`src/rr_sbc_pkg.sv`:
```
// Shared constants, field layout and operation codes of the rotate/subtract datapath
package rr_sbc_pkg;

   // Register byte offsets on the bus
   localparam logic [7:0] ACC_OFFSET    = 8'h00;
   localparam logic [7:0] STATUS_OFFSET = 8'h04;
   localparam logic [7:0] CMD_OFFSET    = 8'h08;
   localparam logic [7:0] MEM_BASE      = 8'h40;

   // Data memory geometry: one byte per aligned word
   localparam int         MEM_DEPTH       = 16;
   localparam int         MEM_INDEX_WIDTH = 4;
   localparam int         BYTE_WIDTH      = 8;

   // Flag bit positions in the status register
   localparam int         FLAG_C     = 0;
   localparam int         FLAG_AC    = 1;
   localparam int         FLAG_Z     = 2;
   localparam int         FLAG_OV    = 3;
   localparam int         FLAG_SC    = 4;
   localparam int         FLAG_CZ    = 5;
   localparam int         FLAG_COUNT = 6;

   // Command register fields
   localparam int         CMD_OP_LSB    = 0;
   localparam int         CMD_OP_WIDTH  = 2;
   localparam int         CMD_INDEX_LSB = 8;

   // Reset values
   localparam logic [7:0] ACC_RESET   = 8'h00;
   localparam logic [5:0] FLAGS_RESET = 6'h00;
   localparam logic [3:0] INDEX_RESET = 4'h0;

   // Bus encodings
   localparam logic [2:0] HSIZE_WORD = 3'h2;
   localparam logic       HRESP_OKAY = 1'h0;

   // Datapath operations
   typedef enum logic [1:0] {
      OP_ROTATE_RIGHT_TO_ACCUMULATOR       = 2'b00,
      OP_ROTATE_RIGHT_CARRY_IN_PLACE       = 2'b01,
      OP_ROTATE_RIGHT_CARRY_TO_ACCUMULATOR = 2'b10,
      OP_SUBTRACT_WITH_BORROW              = 2'b11
   } alu_op_t;

endpackage

```
`src/alu_rotate_subtract.sv`:
```
// Combinational rotate-right and subtract-with-borrow unit with flag results
`timescale 1ns/1ps
`default_nettype none
module alu_rotate_subtract
   import rr_sbc_pkg::*;
(
   // Operation and operands
   input  wire alu_op_t    op,
   input  wire logic [7:0] accIn,
   input  wire logic [7:0] memIn,
   input  wire logic [5:0] flagsIn,
   // Results
   output logic [7:0]      result,
   output logic            toAcc,
   output logic            toMem,
   output logic [5:0]      nextFlags,
   output logic [5:0]      flagMask
);

   logic [8:0] diff;
   logic [4:0] lowDiff;
   logic       borrowIn;
   logic       overflow;

   // Borrow is the inverted carry
   assign borrowIn = ~flagsIn[FLAG_C];
   assign diff     = {1'b0, accIn} - {1'b0, memIn} - {8'h00, borrowIn};
   assign lowDiff  = {1'b0, accIn[3:0]} - {1'b0, memIn[3:0]} - {4'h0, borrowIn};
   assign overflow = (accIn[7] ^ memIn[7]) & (accIn[7] ^ diff[7]);

   // Result selection and flag updates per operation
   always_comb begin
      result    = 8'h00;
      toAcc     = 1'b0;
      toMem     = 1'b0;
      nextFlags = flagsIn;
      flagMask  = 6'h00;
      unique case (op)
         OP_ROTATE_RIGHT_TO_ACCUMULATOR: begin
            result = {memIn[0], memIn[7:1]};
            toAcc  = 1'b1;
         end
         OP_ROTATE_RIGHT_CARRY_IN_PLACE: begin
            result            = {flagsIn[FLAG_C], memIn[7:1]};
            toMem             = 1'b1;
            nextFlags[FLAG_C] = memIn[0];
            flagMask[FLAG_C]  = 1'b1;
         end
         OP_ROTATE_RIGHT_CARRY_TO_ACCUMULATOR: begin
            result            = {flagsIn[FLAG_C], memIn[7:1]};
            toAcc             = 1'b1;
            nextFlags[FLAG_C] = memIn[0];
            flagMask[FLAG_C]  = 1'b1;
         end
         OP_SUBTRACT_WITH_BORROW: begin
            result             = diff[7:0];
            toAcc              = 1'b1;
            nextFlags[FLAG_C]  = ~diff[8];
            nextFlags[FLAG_AC] = ~lowDiff[4];
            nextFlags[FLAG_Z]  = (diff[7:0] == 8'h00);
            nextFlags[FLAG_OV] = overflow;
            nextFlags[FLAG_SC] = overflow ^ diff[7];
            // Chained zero only stays set while every byte of a chain is zero
            nextFlags[FLAG_CZ] = (diff[7:0] == 8'h00) & flagsIn[FLAG_CZ];
            flagMask           = 6'h3f;
         end
      endcase
   end

endmodule // alu_rotate_subtract
`default_nettype wire

```
`src/data_byte_store.sv`:
```
// Small data memory: one write port, one registered read port
`timescale 1ns/1ps
`default_nettype none
module data_byte_store #(
   parameter int WIDTH = 8,
   parameter int DEPTH = 16,
   parameter int AW    = 4
) (
   // Clock
   input  wire logic             clk,
   // Write port
   input  wire logic             writeEnable,
   input  wire logic [AW-1:0]    writeIndex,
   input  wire logic [WIDTH-1:0] writeData,
   // Read port
   input  wire logic [AW-1:0]    readIndex,
   output var  logic [WIDTH-1:0] readData
);

   logic [WIDTH-1:0] cells [DEPTH];

   // Read is registered; a same-cycle write shows on the next read only
   always_ff @(posedge clk) begin
      if (writeEnable) begin
         cells[writeIndex] <= writeData;
      end
      readData <= cells[readIndex];
   end

endmodule // data_byte_store
`default_nettype wire

```
`src/rotate_right_and_subtract_carry.sv`:
```
// Rotate-right / subtract-with-borrow datapath with an AHB-Lite register slave
`timescale 1ns/1ps
`default_nettype none
module rotate_right_and_subtract_carry
   import rr_sbc_pkg::*;
(
   // Clock and reset
   input  wire logic        sys_clk,
   input  wire logic        rst_n,
   // AHB-Lite address phase
   input  wire logic        hsel,
   input  wire logic [31:0] haddr,
   input  wire logic [1:0]  htrans,
   input  wire logic        hwrite,
   input  wire logic [2:0]  hsize,
   input  wire logic        hready,
   // AHB-Lite data phase
   input  wire logic [31:0] hwdata,
   output logic [31:0]      hrdata,
   output logic             hreadyout,
   output logic             hresp
);

   // Bus sequencing states
   typedef enum logic [1:0] {
      BUS_IDLE  = 2'b00,
      BUS_READ1 = 2'b01,
      BUS_READ2 = 2'b10,
      BUS_CMD   = 2'b11
   } bus_state_t;

   // Operation engine states
   typedef enum logic [1:0] {
      ENG_IDLE  = 2'b00,
      ENG_FETCH = 2'b01,
      ENG_EXEC  = 2'b10
   } eng_state_t;

   bus_state_t                 busState;
   eng_state_t                 engState;

   // Captured address phase
   logic                       accept;
   logic                       dpValid;
   logic                       dpWrite;
   logic                       dpSizeOk;
   logic [7:0]                 dpAddr;

   // Architectural state
   logic [7:0]                 acc;
   logic [5:0]                 flags;
   alu_op_t                    cmdOp;
   logic [MEM_INDEX_WIDTH-1:0] cmdIndex;

   // Decodes of the captured address
   logic                       selAcc;
   logic                       selStatus;
   logic                       selCmd;
   logic                       selMem;
   logic                       busWrite;
   logic                       startCmd;

   // Address-phase kinds
   logic                       takeRead;
   logic                       takeCmd;

   // Memory and datapath wiring
   logic                       memWe;
   logic [MEM_INDEX_WIDTH-1:0] memWIndex;
   logic [7:0]                 memWData;
   logic [MEM_INDEX_WIDTH-1:0] memRIndex;
   logic [7:0]                 memRData;
   logic [7:0]                 aluResult;
   logic                       aluToAcc;
   logic                       aluToMem;
   logic [5:0]                 aluFlags;
   logic [5:0]                 aluMask;
   logic                       engCommit;
   logic [31:0]                readWord;

   // Any active transfer with hsel and hready is taken, whatever its size
   assign accept = hsel & htrans[1] & hready;

   // Kinds of accepted address phase; a byte-sized command write is ignored
   assign takeRead = accept & ~hwrite;
   assign takeCmd  = accept & hwrite & (hsize == HSIZE_WORD) & (haddr[7:0] == CMD_OFFSET);

   // Address decode on the captured address phase
   assign selAcc    = (dpAddr == ACC_OFFSET);
   assign selStatus = (dpAddr == STATUS_OFFSET);
   assign selCmd    = (dpAddr == CMD_OFFSET);
   assign selMem    = (dpAddr[7:6] == MEM_BASE[7:6]);

   // Plain register writes finish in their first data-phase cycle
   assign busWrite  = dpValid & dpWrite & dpSizeOk & (busState == BUS_IDLE);
   assign startCmd  = (busState == BUS_CMD) & (engState == ENG_IDLE) & ~engCommit;
   assign engCommit = (engState == ENG_EXEC);

   // Capture of the address phase until its data phase completes
   always_ff @(posedge sys_clk or negedge rst_n) begin
      if (!rst_n) begin
         dpValid  <= 1'b0;
         dpWrite  <= 1'b0;
         dpSizeOk <= 1'b0;
         dpAddr   <= 8'h00;
      end else if (accept) begin
         dpValid  <= 1'b1;
         dpWrite  <= hwrite;
         dpSizeOk <= (hsize == HSIZE_WORD);
         dpAddr   <= haddr[7:0];
      end else if (engCommit) begin
         dpValid  <= 1'b0;                                   // Command done, no stray write
      end else if (hreadyout) begin
         dpValid  <= 1'b0;
      end
   end

   // Bus sequencing: reads take two wait states, commands wait for the engine.
   // A command costs three: data capture, memory fetch, then execute and commit.
   // Stalling the bus is cheaper than a busy bit and keeps software simple,
   // at the price of a blocked bus while an operation is in flight.
   always_ff @(posedge sys_clk or negedge rst_n) begin
      if (!rst_n) begin
         busState  <= BUS_IDLE;
         hreadyout <= 1'b1;
      end else begin
         unique case (busState)
            BUS_IDLE: begin
               if (takeRead) begin
                  busState  <= BUS_READ1;
                  hreadyout <= 1'b0;
               end else if (takeCmd) begin
                  // Holding the bus keeps any other access off the memory port
                  busState  <= BUS_CMD;
                  hreadyout <= 1'b0;
               end
            end
            BUS_READ1: begin
               busState <= BUS_READ2;
            end
            BUS_READ2: begin
               busState  <= BUS_IDLE;
               hreadyout <= 1'b1;
            end
            BUS_CMD: begin
               if (engCommit) begin
                  busState  <= BUS_IDLE;
                  hreadyout <= 1'b1;
               end
            end
         endcase
      end
   end

   // Response is always OKAY, held in a flop so the output is registered
   always_ff @(posedge sys_clk or negedge rst_n) begin
      if (!rst_n) begin
         hresp <= HRESP_OKAY;
      end else begin
         hresp <= HRESP_OKAY;
      end
   end

   // Command capture from the write data
   always_ff @(posedge sys_clk or negedge rst_n) begin
      if (!rst_n) begin
         cmdOp    <= OP_ROTATE_RIGHT_TO_ACCUMULATOR;
         cmdIndex <= INDEX_RESET;
      end else if (startCmd) begin
         cmdOp    <= alu_op_t'(hwdata[CMD_OP_LSB +: CMD_OP_WIDTH]);
         cmdIndex <= hwdata[CMD_INDEX_LSB +: MEM_INDEX_WIDTH];
      end
   end

   // Engine: fetch the byte, then execute and commit in one cycle.
   // The memory read is registered, so the operand is only valid in the
   // execute cycle; committing earlier would use the previous byte.
   always_ff @(posedge sys_clk or negedge rst_n) begin
      if (!rst_n) begin
         engState <= ENG_IDLE;
      end else begin
         unique case (engState)
            ENG_IDLE: begin
               if (startCmd) begin
                  engState <= ENG_FETCH;
               end
            end
            ENG_FETCH: begin
               engState <= ENG_EXEC;
            end
            ENG_EXEC: begin
               engState <= ENG_IDLE;
            end
            default: begin
               engState <= ENG_IDLE;
            end
         endcase
      end
   end

   // Accumulator: software write or engine result
   always_ff @(posedge sys_clk or negedge rst_n) begin
      if (!rst_n) begin
         acc <= ACC_RESET;
      end else if (engCommit && aluToAcc) begin
         acc <= aluResult;
      end else if (busWrite && selAcc) begin
         acc <= hwdata[7:0];
      end
   end

   // Flags: only the bits the operation owns change.
   // Engine wins over software; the bus is stalled then, so no clash occurs.
   always_ff @(posedge sys_clk or negedge rst_n) begin
      if (!rst_n) begin
         flags <= FLAGS_RESET;
      end else if (engCommit) begin
         flags <= (flags & ~aluMask) | (aluFlags & aluMask);
      end else if (busWrite && selStatus) begin
         flags <= hwdata[FLAG_COUNT-1:0];
      end
   end

   // Memory ports; the read side follows the engine while it runs.
   // Memory bytes are not reset: software must write a byte before using it.
   assign memWe     = (engCommit & aluToMem) | (busWrite & selMem);

   // Port steering; the engine owns the read port while it runs and the write port when it commits
   always_comb begin
      memWIndex = dpAddr[MEM_INDEX_WIDTH+1:2];
      memWData  = hwdata[7:0];
      memRIndex = dpAddr[MEM_INDEX_WIDTH+1:2];
      if (engCommit) begin
         memWIndex = cmdIndex;
         memWData  = aluResult;
      end
      if (engState != ENG_IDLE) begin
         memRIndex = cmdIndex;
      end
   end

   data_byte_store #(
      .WIDTH (BYTE_WIDTH),
      .DEPTH (MEM_DEPTH),
      .AW    (MEM_INDEX_WIDTH)
   ) u_store (
      .clk         (sys_clk),
      .writeEnable (memWe),
      .writeIndex  (memWIndex),
      .writeData   (memWData),
      .readIndex   (memRIndex),
      .readData    (memRData)
   );

   alu_rotate_subtract u_alu (
      .op        (cmdOp),
      .accIn     (acc),
      .memIn     (memRData),
      .flagsIn   (flags),
      .result    (aluResult),
      .toAcc     (aluToAcc),
      .toMem     (aluToMem),
      .nextFlags (aluFlags),
      .flagMask  (aluMask)
   );

   // Read mux; unmapped offsets read as zero
   always_comb begin
      readWord = 32'h0000_0000;
      if (selAcc) begin
         readWord[7:0] = acc;
      end else if (selStatus) begin
         readWord[FLAG_COUNT-1:0] = flags;
      end else if (selCmd) begin
         readWord[CMD_OP_LSB +: CMD_OP_WIDTH]       = cmdOp;
         readWord[CMD_INDEX_LSB +: MEM_INDEX_WIDTH] = cmdIndex;
      end else if (selMem) begin
         readWord[7:0] = memRData;
      end
   end

   // Read data registered on the same edge that raises ready
   always_ff @(posedge sys_clk or negedge rst_n) begin
      if (!rst_n) begin
         hrdata <= 32'h0000_0000;
      end else if (busState == BUS_READ2) begin
         hrdata <= readWord;
      end
   end

endmodule // rotate_right_and_subtract_carry
`default_nettype wire

```
`config.mk`:
```
export PLATFORM = sky130hd
export DESIGN_NAME = rotate_right_and_subtract_carry
export DESIGN_NICKNAME = d
export VERILOG_FILES = /design/src/rr_sbc_pkg.sv /design/src/alu_rotate_subtract.sv /design/src/data_byte_store.sv /design/src/rotate_right_and_subtract_carry.sv
export SDC_FILE = /design/constraint.sdc
export NUM_CORES = 1
export LEC_CHECK = 0
export CAP_MARGIN = 20
export CELL_PAD_IN_SITES_DETAIL_PLACEMENT = 2
export CELL_PAD_IN_SITES_GLOBAL_PLACEMENT = 2
export CORE_ASPECT_RATIO = 1.1
export CORE_MARGIN = 8
export CORE_UTILIZATION = 40
export CTS_CLUSTER_SIZE = 30
export DETAILED_ROUTE_END_ITERATION = 7
export DONT_BUFFER_PORTS = 1
export GPL_TIMING_DRIVEN = 0
export PLACE_DENSITY = 0.78
export SETUP_SLACK_MARGIN = 0.5
export SLEW_MARGIN = 20
export SYNTH_ARGS = -nofsm -noshare
export SYNTH_HDL_FRONTEND = slang
export SYNTH_SLANG_ARGS = --single-unit
```
`constraint.sdc`:
```
create_clock -name sys_clk -period 2.97 [get_ports sys_clk]
set_input_delay 0.297 -clock sys_clk [delete_from_list [all_inputs] [get_ports sys_clk]]
set_output_delay 0.297 -clock sys_clk [all_outputs]
set_load 0.01 [all_outputs]
```
==> summary.md, run 1 <==
| Metric | Value |
|---|---|
| CTS H-tree depth | 4 |
| Area occupied by multi-input gates | roughly 3800 sq um |
| WP data required | ~3.2 ns |
| Outcome | finished, final reports clean |
| VDD IR max | approximately 0.44 mV |
| RSZ-0062 raised after global routing | true |
| Clk_skew | approximately 0.012 ns |
| DRC viols | 0 |
| Synth top area share | 43.2% |
| Sequential cell area fraction in the yosys report | between 50% and 60% |
| Clock sink count | around 180 |
| Final instance area | 11200 sq um |
| Area of the core | around 22000 sq um |
| Slew @ Worst Pin | slightly below 1 ns |
| Number of global-route vias before repair | roughly 7300 |
| IO Pins | around 110 |
| Final Hold Fails | 0 |
| Detail Route Antenna Nets | 0 |
| Layout cell share with drive strength beyond 1 | ~32% |
| Die ar. | ~27000 sq um |
| Number of port buffers | 0 |
| Vias per Instance | 6.14 |
| Skew-Pair Late Insertion Delay | roughly 0.45 ns |
| Row cnt | 57 |
| Synthesized flop and latch total | approximately 180 |
| Syn avg cell area | around 13 sq um |
| CTS buffer count | 17 |
| Nets | between 800 and 900 |
| Hpwl dp | 19600 microns |
| Post-synth top cells | edfxtp_1 (128), o21ai_0 (57), nand3_1 (49) |
| Warnings from Yosys | 0 |
| Setup TNS | 0 ns |
| Synth area leaders | edfxtp_1 (43%), dfrtp_1 (13%), mux2i_1 (4.1%) |
| Filler instances | roughly 2100 |
| Clock root buffer | clkbuf_16 |
| Max Cap Viol | 0 |
| CTS tree | done |
| Count of cell types in the netlist | 78 |
| Routed vias | 6713 |
| Worst-path fanout max | 8 |
| Placer Congestion | ~0.86 |
| Asr flop ratio synth | a little over a quarter |
| Count of final max-slew check failures | 0 |
| Gr usage total | about a quarter |
| Die W | roughly 160 microns |
| Register area | around 5200 sq um |
| DR iter-0 viols | approximately 460 |
| First-pass DRT Iterations | 5 |
| Initial core utilization | roughly two fifths |
| Largest net degree at the start of global routing | 49 |
| Leading area contributor after synthesis | edfxtp_1 |
| Setup violations, final | 0 |
| Most numerous cell in the Yosys netlist | edfxtp_1 |
| Post-Route WL | roughly 35000 microns |
| Number of synthesized flops with an enable pin | 128 |
| Worst hold stages | 1 |
| Most used flip-flop cell after synthesis | edfxtp_1 |
| Routed length per instance | approximately 32 microns |
| Clk slew on worst S/H paths | 0.08 ns |
| Total grt overflow | 0 |
| Initial antenna violation count | 0 |
| ANT cells | 0 |
| Die H | 172 microns |
| Synthesized instance count | 691 |
| Final Util | about 50% |
| CTS max path bufs | 2 |
| Area after DPL | roughly 9400 sq um |
| Worst setup EP type | register |
| First-pass GRT wire length | just under 50000 microns |
| CP Launch Type | register |
| Final Cycle Share | between 90% and 100% |
| Crit Path Category | reg -> reg |
| Worst slew margin | between 30% and 40% |
| Worst EP arrival | approximately 3.2 ns |
| Hold Crit Class | in -> reg |
| Leakage power figure | 4.14 nW |
| Final worst path period need | around 2.9 ns |
| R2R cell count | 11 |
| Synthesized area | ~9000 sq um |
| Area grow syn2layout | 25.9% |
| Power per cell area | approximately 810 nW/um^2 |
| Fmax | around 340 MHz |
| Final Total Pwr | roughly 0.009 W |
-- final cells by class --
class	instances	area share, %
plain buffers	56	3.49
inverters	30	1.01
multi-input cells	441	34.3
clock buffers	17	3.80
flip-flops and latches	184	46.5
repair buffers	55	6.05
well taps	295	3.30
clock inverters	15	1.56
-- state kept, by name (all words and copies together) (netlist names), named ones only --
register	flops
engState	2
cmdOp	2
dpAddr	8
hreadyout	1
dpWrite	1
u_store.readData	8
cmdIndex	4
busState	2
u_store.cells	128
dpSizeOk	1
dpValid	1
acc	8
hrdata	12
-- repair_timing --
action	4_1_cts	5_1_grt
gates cloned	2	0
hold buffers	10	0
endpoints found under the setup margin	266	268
pin swaps	21	10
buffers inserted	28	13
gates resized for setup	85	49
endpoints found under the hold margin	56	0
-- critical path, stage by stage (launching register included) --
cell and delay, ns:
dfxtp_1 0.48, fa_2 0.29, inv_2 0.05, fa_2 0.36, nand2b_4 0.17, a2111oi_4 0.33
buf_4 0.20, o21ba_4 0.17, o31a_1 0.25, o21ai_4 0.10, buf_12 0.15, buf_16 0.13
-- layer usage --
metal	vias to the layer above	global-route usage, %	wire length (microns)
li1	2777	-	-
met1	3557	28.7	13400
met2	268	43.9	17800
met3	111	4.45	1790
met4	0	14.5	1990
met5	-	0	0
-- through the flow --
| step | std cells | hold WS, ns | setup WS [ns] |
|---|---|---|---|
| after floorplan | 711 | 0.00141 | 0.493 |
| after global placement | 1006 | 0.00300 | -0.783 |
| final | 1093 | 0.00542 | 0.0248 |
| after global routing | 1093 | -0.00441 | -0.0202 |
| after CTS | 1080 | 0.00174 | 0.246 |
| after detailed placement | 1008 | 0.00323 | -0.348 |
-- power by group --
group          leakage (nW)  internal [W]  switching (W)
clock                 0.297       0.00121        0.00118
combinational          2.02       0.00146        0.00212
sequential             1.82       0.00289       0.000214
total                  4.14       0.00557        0.00351
-- kinds of logic after synthesis --
kind of cell / Yosys count / synth area share [%]
AO/OA/AOI/OAI: 149 / 11.7
XOR/XNOR: 7 / 0.845
other: 1 / 0.0422
buffers and inverters: 86 / 5.21
multiplexers: 72 / 9.96
flip-flops: 184 / 58.6
adder cells (fa/ha/maj): 20 / 2.98
AND/OR/NAND/NOR: 172 / 10.7
-- cell usage in the layout, fill, tap and decap left out, types with 5 or more instances in the layout --
master	instances
nand2_1	36
buf_6	14
nor2_1	10
nor2_4	14
and3_1	6
nor3_1	6
mux4_2	7
ha_1	16
inv_8	6
dfxtp_1	8
buf_12	13
buf_4	51
a22oi_1	9
buf_2	5
dlygate4sd3_1	9
nor2b_1	6
nor3b_1	5
nand3_1	47
o21ai_4	9
clkbuf_1	9
inv_1	27
conb_1	21
o21ai_0	45
edfxtp_1	128
dfrtp_1	45
mux2_2	26
o211ai_1	13
nand2b_1	6
clkbuf_16	17
mux2i_1	34
-- worst paths after layout --
check	to	slack, ns	startpoint
setup / recovery	u_store.cells[7][6]	0.02	u_store.readData[0]
hold / removal	register	0.005	hwdata[1]
setup reg to reg	u_store.cells[7][6]	0.02	u_store.readData[0]
hold reg to reg	dpWrite	0.52	dpWrite
max in group asynchronous	hreadyout	2.31	rst_n
min in group asynchronous	dpAddr[6]	0.36	rst_n
Note: power is estimated with default switching activity, not from simulation.
==> run 2: changes to the inputs <==
--- a/config.mk
+++ b/config.mk
@@ -10,14 +10,16 @@
 export CELL_PAD_IN_SITES_GLOBAL_PLACEMENT = 2
 export CORE_ASPECT_RATIO = 1.1
 export CORE_MARGIN = 8
-export CORE_UTILIZATION = 40
+export CORE_UTILIZATION = 41
 export CTS_CLUSTER_SIZE = 30
 export DETAILED_ROUTE_END_ITERATION = 7
 export DONT_BUFFER_PORTS = 1
 export GPL_TIMING_DRIVEN = 0
 export PLACE_DENSITY = 0.78
+export RECOVER_POWER = 25
 export SETUP_SLACK_MARGIN = 0.5
 export SLEW_MARGIN = 20
 export SYNTH_ARGS = -nofsm -noshare
 export SYNTH_HDL_FRONTEND = slang
+export SYNTH_HIERARCHICAL = 1
 export SYNTH_SLANG_ARGS = --single-unit
==> run 2 against run 1 <==
Effect of this change: critical path depth shrank 1; maximum frequency grew 2.8%; synthesized cell count shrank 13%; routed wire length shrank 15%; cell count shrank 8.5%; via count shrank 15%; area after synthesis shrank 1.7%; total power shrank 4.3%; worst hold slack lost 0.0025 ns; clock power shrank 5%; sequential share of layout area grew 1.4 points.
==> summary.md, run 2 <==
| Metric | Value |
|---|---|
| Outcome | finished, final reports clean |
| First-pass DRT Iterations | 4 (-1) |
| Routed length per instance | 29.6 microns (-7.2%) |
| Power per cell area | 799 nW/um^2 (-1.4%) |
| Layout cell share with drive strength beyond 1 | 36.7% (+4.6 points) |
| Most frequent cells in the layout | edfxtp_1 (128), buf_4 (53), dfrtp_1 (44) |
| Worst EP arrival | 3.03 ns (-0.12 ns) |
| Area grow syn2layout | 24.4% |
| Hold Crit Class | in -> reg |
| Max Cap Viol | 0 (unchanged) |
| First-pass GRT wire length | 41600 microns (-16%) |
| Max FFs per register | 128 (unchanged) |
| Nets | 792 (-9.9%) |
| Number of port buffers | 0 (unchanged) |
| Number of synthesized flops with an enable pin | 128 (unchanged) |
| Final Total Pwr | 0.00868 W (-4.3%) |
| Synthesized area | 8730 sq um (-1.7%) |
| CP Launch Type | register |
| Die ar. | 26200 sq um (-3.7%) |
| Final Util | 51.5% (+0.54 points) |
| WP data required | 3.14 ns (-0.04 ns) |
| Final Cycle Share | 96.4% (-2.7 points) |
| Count of final max-slew check failures | 0 (unchanged) |
| Clk slew on worst S/H paths | 0.07 ns (about the same) |
| Reg with most FFs | u_store/cells |
| Most numerous cell in the Yosys netlist | edfxtp_1 |
| Leakage power figure | 4.01 nW (-3.2%) |
| CTS buffer count | 17 (unchanged) |
| Most used flip-flop cell after synthesis | edfxtp_1 |
| CTS tree | done |
| Setup violations, final | 0 (unchanged) |
| Number of global-route vias before repair | 6186 (-15%) |
| CTS max path bufs | 2 (unchanged) |
| Clk_skew | 0.0121 ns (-0.000182 ns) |
| Fmax | 349 MHz (+2.8%) |
| Filler instances | 1921 (-8.2%) |
| Die W | 155 microns (-1.9%) |
| Final Non-Filler Cells | 1000 (-8.5%) |
| Sequential cell area fraction in the yosys report | 59.6% (+1.0 points) |
| Most common cell after layout, fill and taps aside | edfxtp_1 |
| Synthesized flop and latch total | 184 (unchanged) |
| Detail Route Antenna Nets | 0 (unchanged) |
| Vias per Instance | 5.70 (-7.1%) |
| Clock sink count | 184 (unchanged) |
| Count of cell types in the netlist | 66 (-15%) |
| Crit Path Category | reg -> reg |
| VDD IR max | 0.435 mV (-0.54%) |
| Syn avg cell area | 14.5 sq um (+13%) |
| Slew @ Worst Pin | 1.08 ns (+0.0910 ns) |
| DRC viols | 0 (unchanged) |
| Final Hold Fails | 0 (unchanged) |
| Skew-Pair Late Insertion Delay | 0.44 ns (about the same) |
| Row cnt | 56 (-1.8%) |
| Initial core utilization | 41.4% (+0.95 points) |
| Warnings from Yosys | 6 (+6) |
| Initial antenna violation count | 2 (+2) |
| Synthesized instance count | 603 (-13%) |
| Leading area contributor after synthesis | edfxtp_1 |
| Asr flop ratio synth | 26.1% (unchanged) |
| Worst slew margin | 27.5% (-6.5 points) |
| Synth area leaders | edfxtp_1 (44%), dfrtp_1 (13%), mux4_2 (4.6%) |
| Worst-path fanout max | 8 (unchanged) |
| Hold path startpoint | hwdata[0] |
| Post-synth top cells | edfxtp_1 (128), dfrtp_1 (47), nand2_1 (42) |
| CTS H-tree depth | 4 (unchanged) |
| Die H | 169 microns (-1.9%) |
| Final worst path period need | 2.86 ns (-0.0816 ns) |
| IO Pins | 108 (unchanged) |
| Placer Congestion | 0.771 (-10%) |
| Total grt overflow | 0 (unchanged) |
| Regs by FF count | u_store/cells (128), hrdata (12) |
| Post-Route WL | 29600 microns (-15%) |
| Area of the core | 21100 sq um (-4.0%) |
| Worst setup EP type | register |
| RSZ-0062 raised after global routing | true |
| Gr usage total | 21.8% (-3.4 points) |
| Clock root buffer | clkbuf_16 |
| Synth top area share | 44.0% (+0.77 points) |
| Largest net degree at the start of global routing | 49 (unchanged) |
| Hpwl dp | 17500 microns (-11%) |
| Routed vias | 5703 (-15%) |
| Placed insts | 913 (-9.4%) |
| DR iter-0 viols | 415 (-9.6%) |
## run 2: cell types whose count changed after synthesis, moves of 8 or more
cell	previous run	this run
a22oi_1	12	22
a21oi_2	0	8
o21ai_0	57	7
mux4_1	4	14
nand3_1	49	4
o211ai_1	13	0
mux4_2	5	18
mux2i_1	36	14
nor2_1	25	40
## run 2: kinds of logic (layout without fill, tap and decap cells)
kind of cell | count (synthesis) | after routing | share of synthesized area [%]
other | 1 | 22 | 0.0429
adder cells (fa/ha/maj) | 21 | 21 | 3.18
AO/OA/AOI/OAI | 91 | 91 | 8.35
XOR/XNOR | 8 | 8 | 0.802
buffers and inverters | 78 | 159 | 5.07
multiplexers | 78 | 83 | 14.6
AND/OR/NAND/NOR | 142 | 142 | 8.32
flip-flops | 184 | 184 | 59.6
## run 2: final cells by class
cell class | instances | area [sq um] | share of cell area [%]
Clock inverter | 14 | 141 | 1.30
Clock buffer | 17 | 425 | 3.92
Antenna cell | 1 | 2.50 | 0.0230
Buffer | 51 | 368 | 3.39
Timing Repair Buffer | 50 | 592 | 5.45
Multi-Input combinational cell | 366 | 3660 | 33.7
Inverter | 27 | 101 | 0.933
Tap cell | 290 | 363 | 3.34
Sequential cell | 184 | 5210 | 48.0
## run 2: critical path, cell delays in order, from the launching register on
cell	delay (ns)
dfrtp_2	0.39
inv_2	0.06
fa_2	0.61
inv_2	0.07
ha_4	0.16
o21ai_4	0.20
a21oi_2	0.09
mux2_4	0.35
o21ai_4	0.19
a21oi_4	0.10
mux2_4	0.36
## run 2: power by group
| group | leakage [nW] | total (W) | internal [W] | switching (W) |
|---|---|---|---|---|
| clock network | 0.275 | 0.00226 | 0.00118 | 0.00108 |
| logic | 1.92 | 0.00325 | 0.00146 | 0.00179 |
| registers | 1.82 | 0.00317 | 0.00292 | 0.000243 |
## run 2: worst paths after layout
check | cells past startpoint | slack (ns) | end
setup / recovery | 10 | 0.11 | u_store/cells[14][7]
hold / removal | 1 | 0.003 | cmdOp[0]
setup reg to reg | 10 | 0.11 | u_store/cells[14][7]
hold reg to reg | 2 | 0.51 | dpSizeOk
max in group asynchronous | 2 | 2.30 | hreadyout
min in group asynchronous | 2 | 0.40 | cmdIndex[3]
## run 2: metal layers
metal  global-route usage (%)  up-vias  wire, microns
met5                        0        -             13
met4                     8.61        2            866
met3                     4.57       43           1640
met2                     38.2      168          15400
met1                     25.8     3037          11800
li1                         -     2453              -
## run 2: per-stage QoR
stage / setup TNS (ns) / instance area (sq um) / hold WS [ns] / worst slack (ns)
finish: 0 / 10900 / 0.00294 / 0.106
global route: 0 / 10900 / -0.00444 / 0.0565
CTS: 0 / 10600 / 0.00356 / 0.171
detailed placement: -14.86 / 9240 / 0.00297 / -0.343
global placement: -33.30 / 9230 / 0.00319 / -0.488
floorplan: 0 / 8870 / 0.00141 / 0.462
## run 2: what timing repair did
action | CTS | global route
endpoints found under the hold margin | 51 | 0
buffers inserted | 28 | 17
cloned | 4 | 1
pin swaps | 26 | 22
hold buffers | 5 | 0
setup endpoints to repair | 256 | 243
resized for setup | 83 | 27
==> run 3: changes to the inputs <==
--- a/config.mk
+++ b/config.mk
@@ -5,12 +5,14 @@
 export SDC_FILE = /design/constraint.sdc
 export NUM_CORES = 1
 export LEC_CHECK = 0
+export ABC_AREA = 1
 export CAP_MARGIN = 20
 export CELL_PAD_IN_SITES_DETAIL_PLACEMENT = 2
 export CELL_PAD_IN_SITES_GLOBAL_PLACEMENT = 2
 export CORE_ASPECT_RATIO = 1.1
 export CORE_MARGIN = 8
-export CORE_UTILIZATION = 41
+export CORE_UTILIZATION = 35
+export CTS_BUF_LIST = sky130_fd_sc_hd__clkbuf_16
 export CTS_CLUSTER_SIZE = 30
 export DETAILED_ROUTE_END_ITERATION = 7
 export DONT_BUFFER_PORTS = 1
==> run 3 against run 2 <==
Effect of this change: routed wire length up 24%; area after synthesis up 9.5%; critical path depth up 6; first-iteration DRC count up 3.1%; clock skew down 0.0031 ns; maximum frequency up 3.9%; sequential share of layout area down 2.9 points; clock power up 5%; non-clock buffer count unchanged; count of clock-buffer cells in the layout unchanged; worst hold slack better by 0.0024 ns; cell count up 56%.
==> summary.md, run 3 <==
| Metric | Value |
|---|---|
| Clock root buffer | clkbuf_16 |
| Final worst path period need | 2.76 ns (-0.108 ns) |
| IO Pins | 108 (unchanged) |
| Routed vias | 8013 (+41%) |
| Die H | 189 microns (+12%) |
| Max Cap Viol | 0 (unchanged) |
| Leakage power figure | 5.24 nW (+31%) |
| Skew-Pair Late Insertion Delay | 0.45 ns (about the same) |
| Crit Path Category | reg -> reg |
| RSZ-0062 raised after global routing | true |
| Number of port buffers | 0 (unchanged) |
| Final Hold Fails | 0 (unchanged) |
| Clock sink count | 184 (unchanged) |
| Area of the core | 27000 sq um (+28%) |
| Multiplexer share of the synthesized area | 0% (-15 points) |
| Number of synthesized flops with an enable pin | 128 (unchanged) |
| Power per cell area | 1240 nW/um^2 (+55%) |
| Simple-Gate Fraction of Synth Area | 25.1% (+17 points) |
| Number of global-route vias before repair | 8839 (+43%) |
| Warnings from Yosys | 6 (unchanged) |
| Area grow syn2layout | 21.0% |
| VDD IR max | 0.546 mV (+25%) |
| Leading area contributor after synthesis | edfxtp_1 |
| Worst-path fanout max | 2 (-6) |
| Hpwl dp | 23300 microns (+33%) |
| Total grt overflow | 0 (unchanged) |
| CTS max path bufs | 2 (unchanged) |
| Placed insts | 1488 (+63%) |
| CTS tree | done |
| Count of final max-slew check failures | 0 (unchanged) |
| Most used flip-flop cell after synthesis | edfxtp_1 |
| Asr flop ratio synth | 26.1% (unchanged) |
| Routed length per instance | 23.5 microns (-21%) |
| Fmax | 363 MHz (+3.9%) |
| Reg2reg start | acc[0] |
| Regs by FF count | u_store/cells (128), hrdata (12) |
| Largest net degree at the start of global routing | 49 (unchanged) |
| Worst slew margin | 15.3% (-12 points) |
| Sequential cell area fraction in the yosys report | 54.4% (-5.2 points) |
| CTS buffer count | 17 (unchanged) |
| Synthesized area | 9560 sq um (+9.5%) |
| Synthesized flop and latch total | 184 (unchanged) |
| Placer Congestion | 0.797 (+3.3%) |
| Outcome | finished, final reports clean |
| ANT cells | 0 (-1) |
| Post-Route WL | 36700 microns (+24%) |
| Synth Area in XOR/XNOR | 0.0916% (-0.71 points) |
| Die ar. | 32900 sq um (+25%) |
| WP data required | 3.36 ns (+0.22 ns) |
| Nets | 1285 (+62%) |
| Final Cycle Share | 92.8% (-3.6 points) |
| Adder-Cell Fraction of Synth Area | 2.90% (-0.28 points) |
| Most numerous cell in the Yosys netlist | nand2_1 |
| Setup violations, final | 0 (unchanged) |
| Largest family of logic cells by synthesized area | simple AND/OR/NAND/NOR gates |
| Compound-Gate Fraction of Synth Area | 5.33% (-3.0 points) |
| Clk slew on worst S/H paths | 0.08 ns (about the same) |
| Setup ws final | 0.215 ns (+0.108 ns) |
| Syn avg cell area | 8.62 sq um (-40%) |
| CTS H-tree depth | 4 (unchanged) |
| Worst setup EP type | register |
| Max FFs per register | 128 (unchanged) |
| Synth top area share | 40.2% (-3.8 points) |
| Post-synth top cells | nand2_1 (351), inv_1 (185), nand3_1 (132) |
| Hold path startpoint | hwdata[8] |
| Row cnt | 63 (+13%) |
| Slew @ Worst Pin | 1.27 ns (+0.192 ns) |
| Filler instances | 2980 (+55%) |
| Worst EP arrival | 3.15 ns (+0.12 ns) |
| Initial core utilization | 35.5% (-5.9 points) |
| CP Launch Type | register |
| Reg with most FFs | u_store/cells |
| Synth area leaders | edfxtp_1 (40%), nand2_1 (14%), dfrtp_1 (12%) |
| Pre-CTS WS | -0.332 ns (+0.0113 ns) |
| Most frequent cells in the layout | nand2_1 (337), inv_1 (179), nand3_1 (128), edfxtp_1 (128) |
| Most common cell after layout, fill and taps aside | nand2_1 |
| Critical Path Start | acc[0] |
| Final Non-Filler Cells | 1560 (+56%) |
| Synthesized instance count | 1109 (+84%) |
| Layout cell share with drive strength beyond 1 | 18.4% (-18 points) |
| DRC viols | 0 (unchanged) |
| Final Util | 42.9% (-8.6 points) |
| First-pass GRT wire length | 53700 microns (+29%) |
| Vias per Instance | 5.14 (-9.9%) |
| DR iter-0 viols | 428 (+3.1%) |
| Initial antenna violation count | 1 (-1) |
| Clk_skew | 0.00902 ns (-0.00308 ns) |
| Die W | 174 microns (+12%) |
| First-pass DRT Iterations | 5 (+1) |
| Count of cell types in the netlist | 44 (-33%) |
| Detail Route Antenna Nets | 0 (unchanged) |
| Hold Crit Class | in -> reg |
| Hold Worst Slack | 0.00534 ns (+0.00241 ns) |
| Gr usage total | 21.7% (-0.15 points) |
==> run 3: cell types whose count changed after synthesis, moves of 8 or more <==
cell | previous run | this run
nand2_1 | 42 | 351
inv_1 | 27 | 185
nand3_1 | 4 | 132
o21ai_0 | 7 | 58
mux2_2 | 31 | 0
a22oi_1 | 22 | 1
mux4_2 | 18 | 0
mux2i_1 | 14 | 0
mux4_1 | 14 | 0
buf_2 | 3 | 15
nor2b_1 | 11 | 0
nand2b_1 | 10 | 0
a21oi_1 | 5 | 14
a22o_1 | 9 | 1
==> run 3: worst max-delay path, stage by stage (launching register included) <==
cell,delay (ns)
dfrtp_1,0.39
inv_2,0.06
fa_2,0.59
inv_2,0.06
ha_4,0.27
inv_2,0.04
nand2_2,0.08
nand3_2,0.09
nor2_2,0.11
nand3_1,0.11
nor2_1,0.15
nand4_1,0.19
a21oi_1,0.19
nand2_1,0.08
o21ai_2,0.13
nand3_1,0.09
nand2_1,0.07
==> run 3: cell families after synthesis <==
logic type | count (synthesis)
simple gates | 558
buf+inv | 253
flops | 184
compound gates | 91
fa+ha+maj | 21
xor+xnor | 1
other cells | 1
==> run 3: final cells by class <==
cell class,count,area [sq um],area share (%)
inverter,192,721,6.23
timing repair buffer,40,482,4.16
sequential,184,5210,45.0
clock buffer,17,425,3.68
buffer,61,440,3.81
multi-input combinational,694,3680,31.8
clock inverter,15,164,1.42
tap,357,447,3.86
==> run 3: power breakdown <==
group / leakage [nW] / switching, W / total, W / internal [W]
registers: 1.82 / 0.000384 / 0.00366 / 0.00328
logic: 3.13 / 0.00557 / 0.00828 / 0.00271
clock network: 0.292 / 0.00111 / 0.00237 / 0.00126
==> run 3: metal layers <==
metal  part of all wire (%)  vias to the layer above  global-route usage, %  wire length [microns]
met4                    3.6                        2                   11.1                   1310
met2                     54                      189                   39.7                  19800
met3                    3.8                       64                   4.42                   1410
met5                  0.035                        -                      0                     13
li1                       -                     3642                      -                      -
met1                     39                     4116                   23.4                  14200
==> run 3: path summary, 6_finish.rpt <==
path                          endpoint  slack, ns  cells after the start
setup / recovery              register       0.21                     16
hold / removal             cmdIndex[0]      0.005                      2
setup reg to reg              register       0.21                     16
hold reg to reg               register       0.51                      2
max in group asynchronous    async pin       1.43                      2
min in group asynchronous    async pin       0.67                      2
==> run 3: what timing repair did <==
action / CTS / global route
setup endpoints to repair: 266 / 276
endpoints found under the hold margin: 55 / 0
gates cloned: 4 / 0
resized for setup: 92 / 37
pin swaps: 33 / 39
buffers inserted: 19 / 8
hold buffers: 9 / 0
==> run 3: per-stage QoR <==
| step | setup TNS, ns | instance area (sq um) | total power [W] |
|---|---|---|---|
| floorplan | 0 | 9650 | 0.00775 |
| global placement | -42.59 | 10100 | 0.00980 |
| detailed placement | -17.15 | 10100 | 0.0101 |
| CTS | 0 | 11400 | 0.0133 |
| global route | 0 | 11600 | 0.0151 |
| finish | 0 | 11600 | 0.0143 |
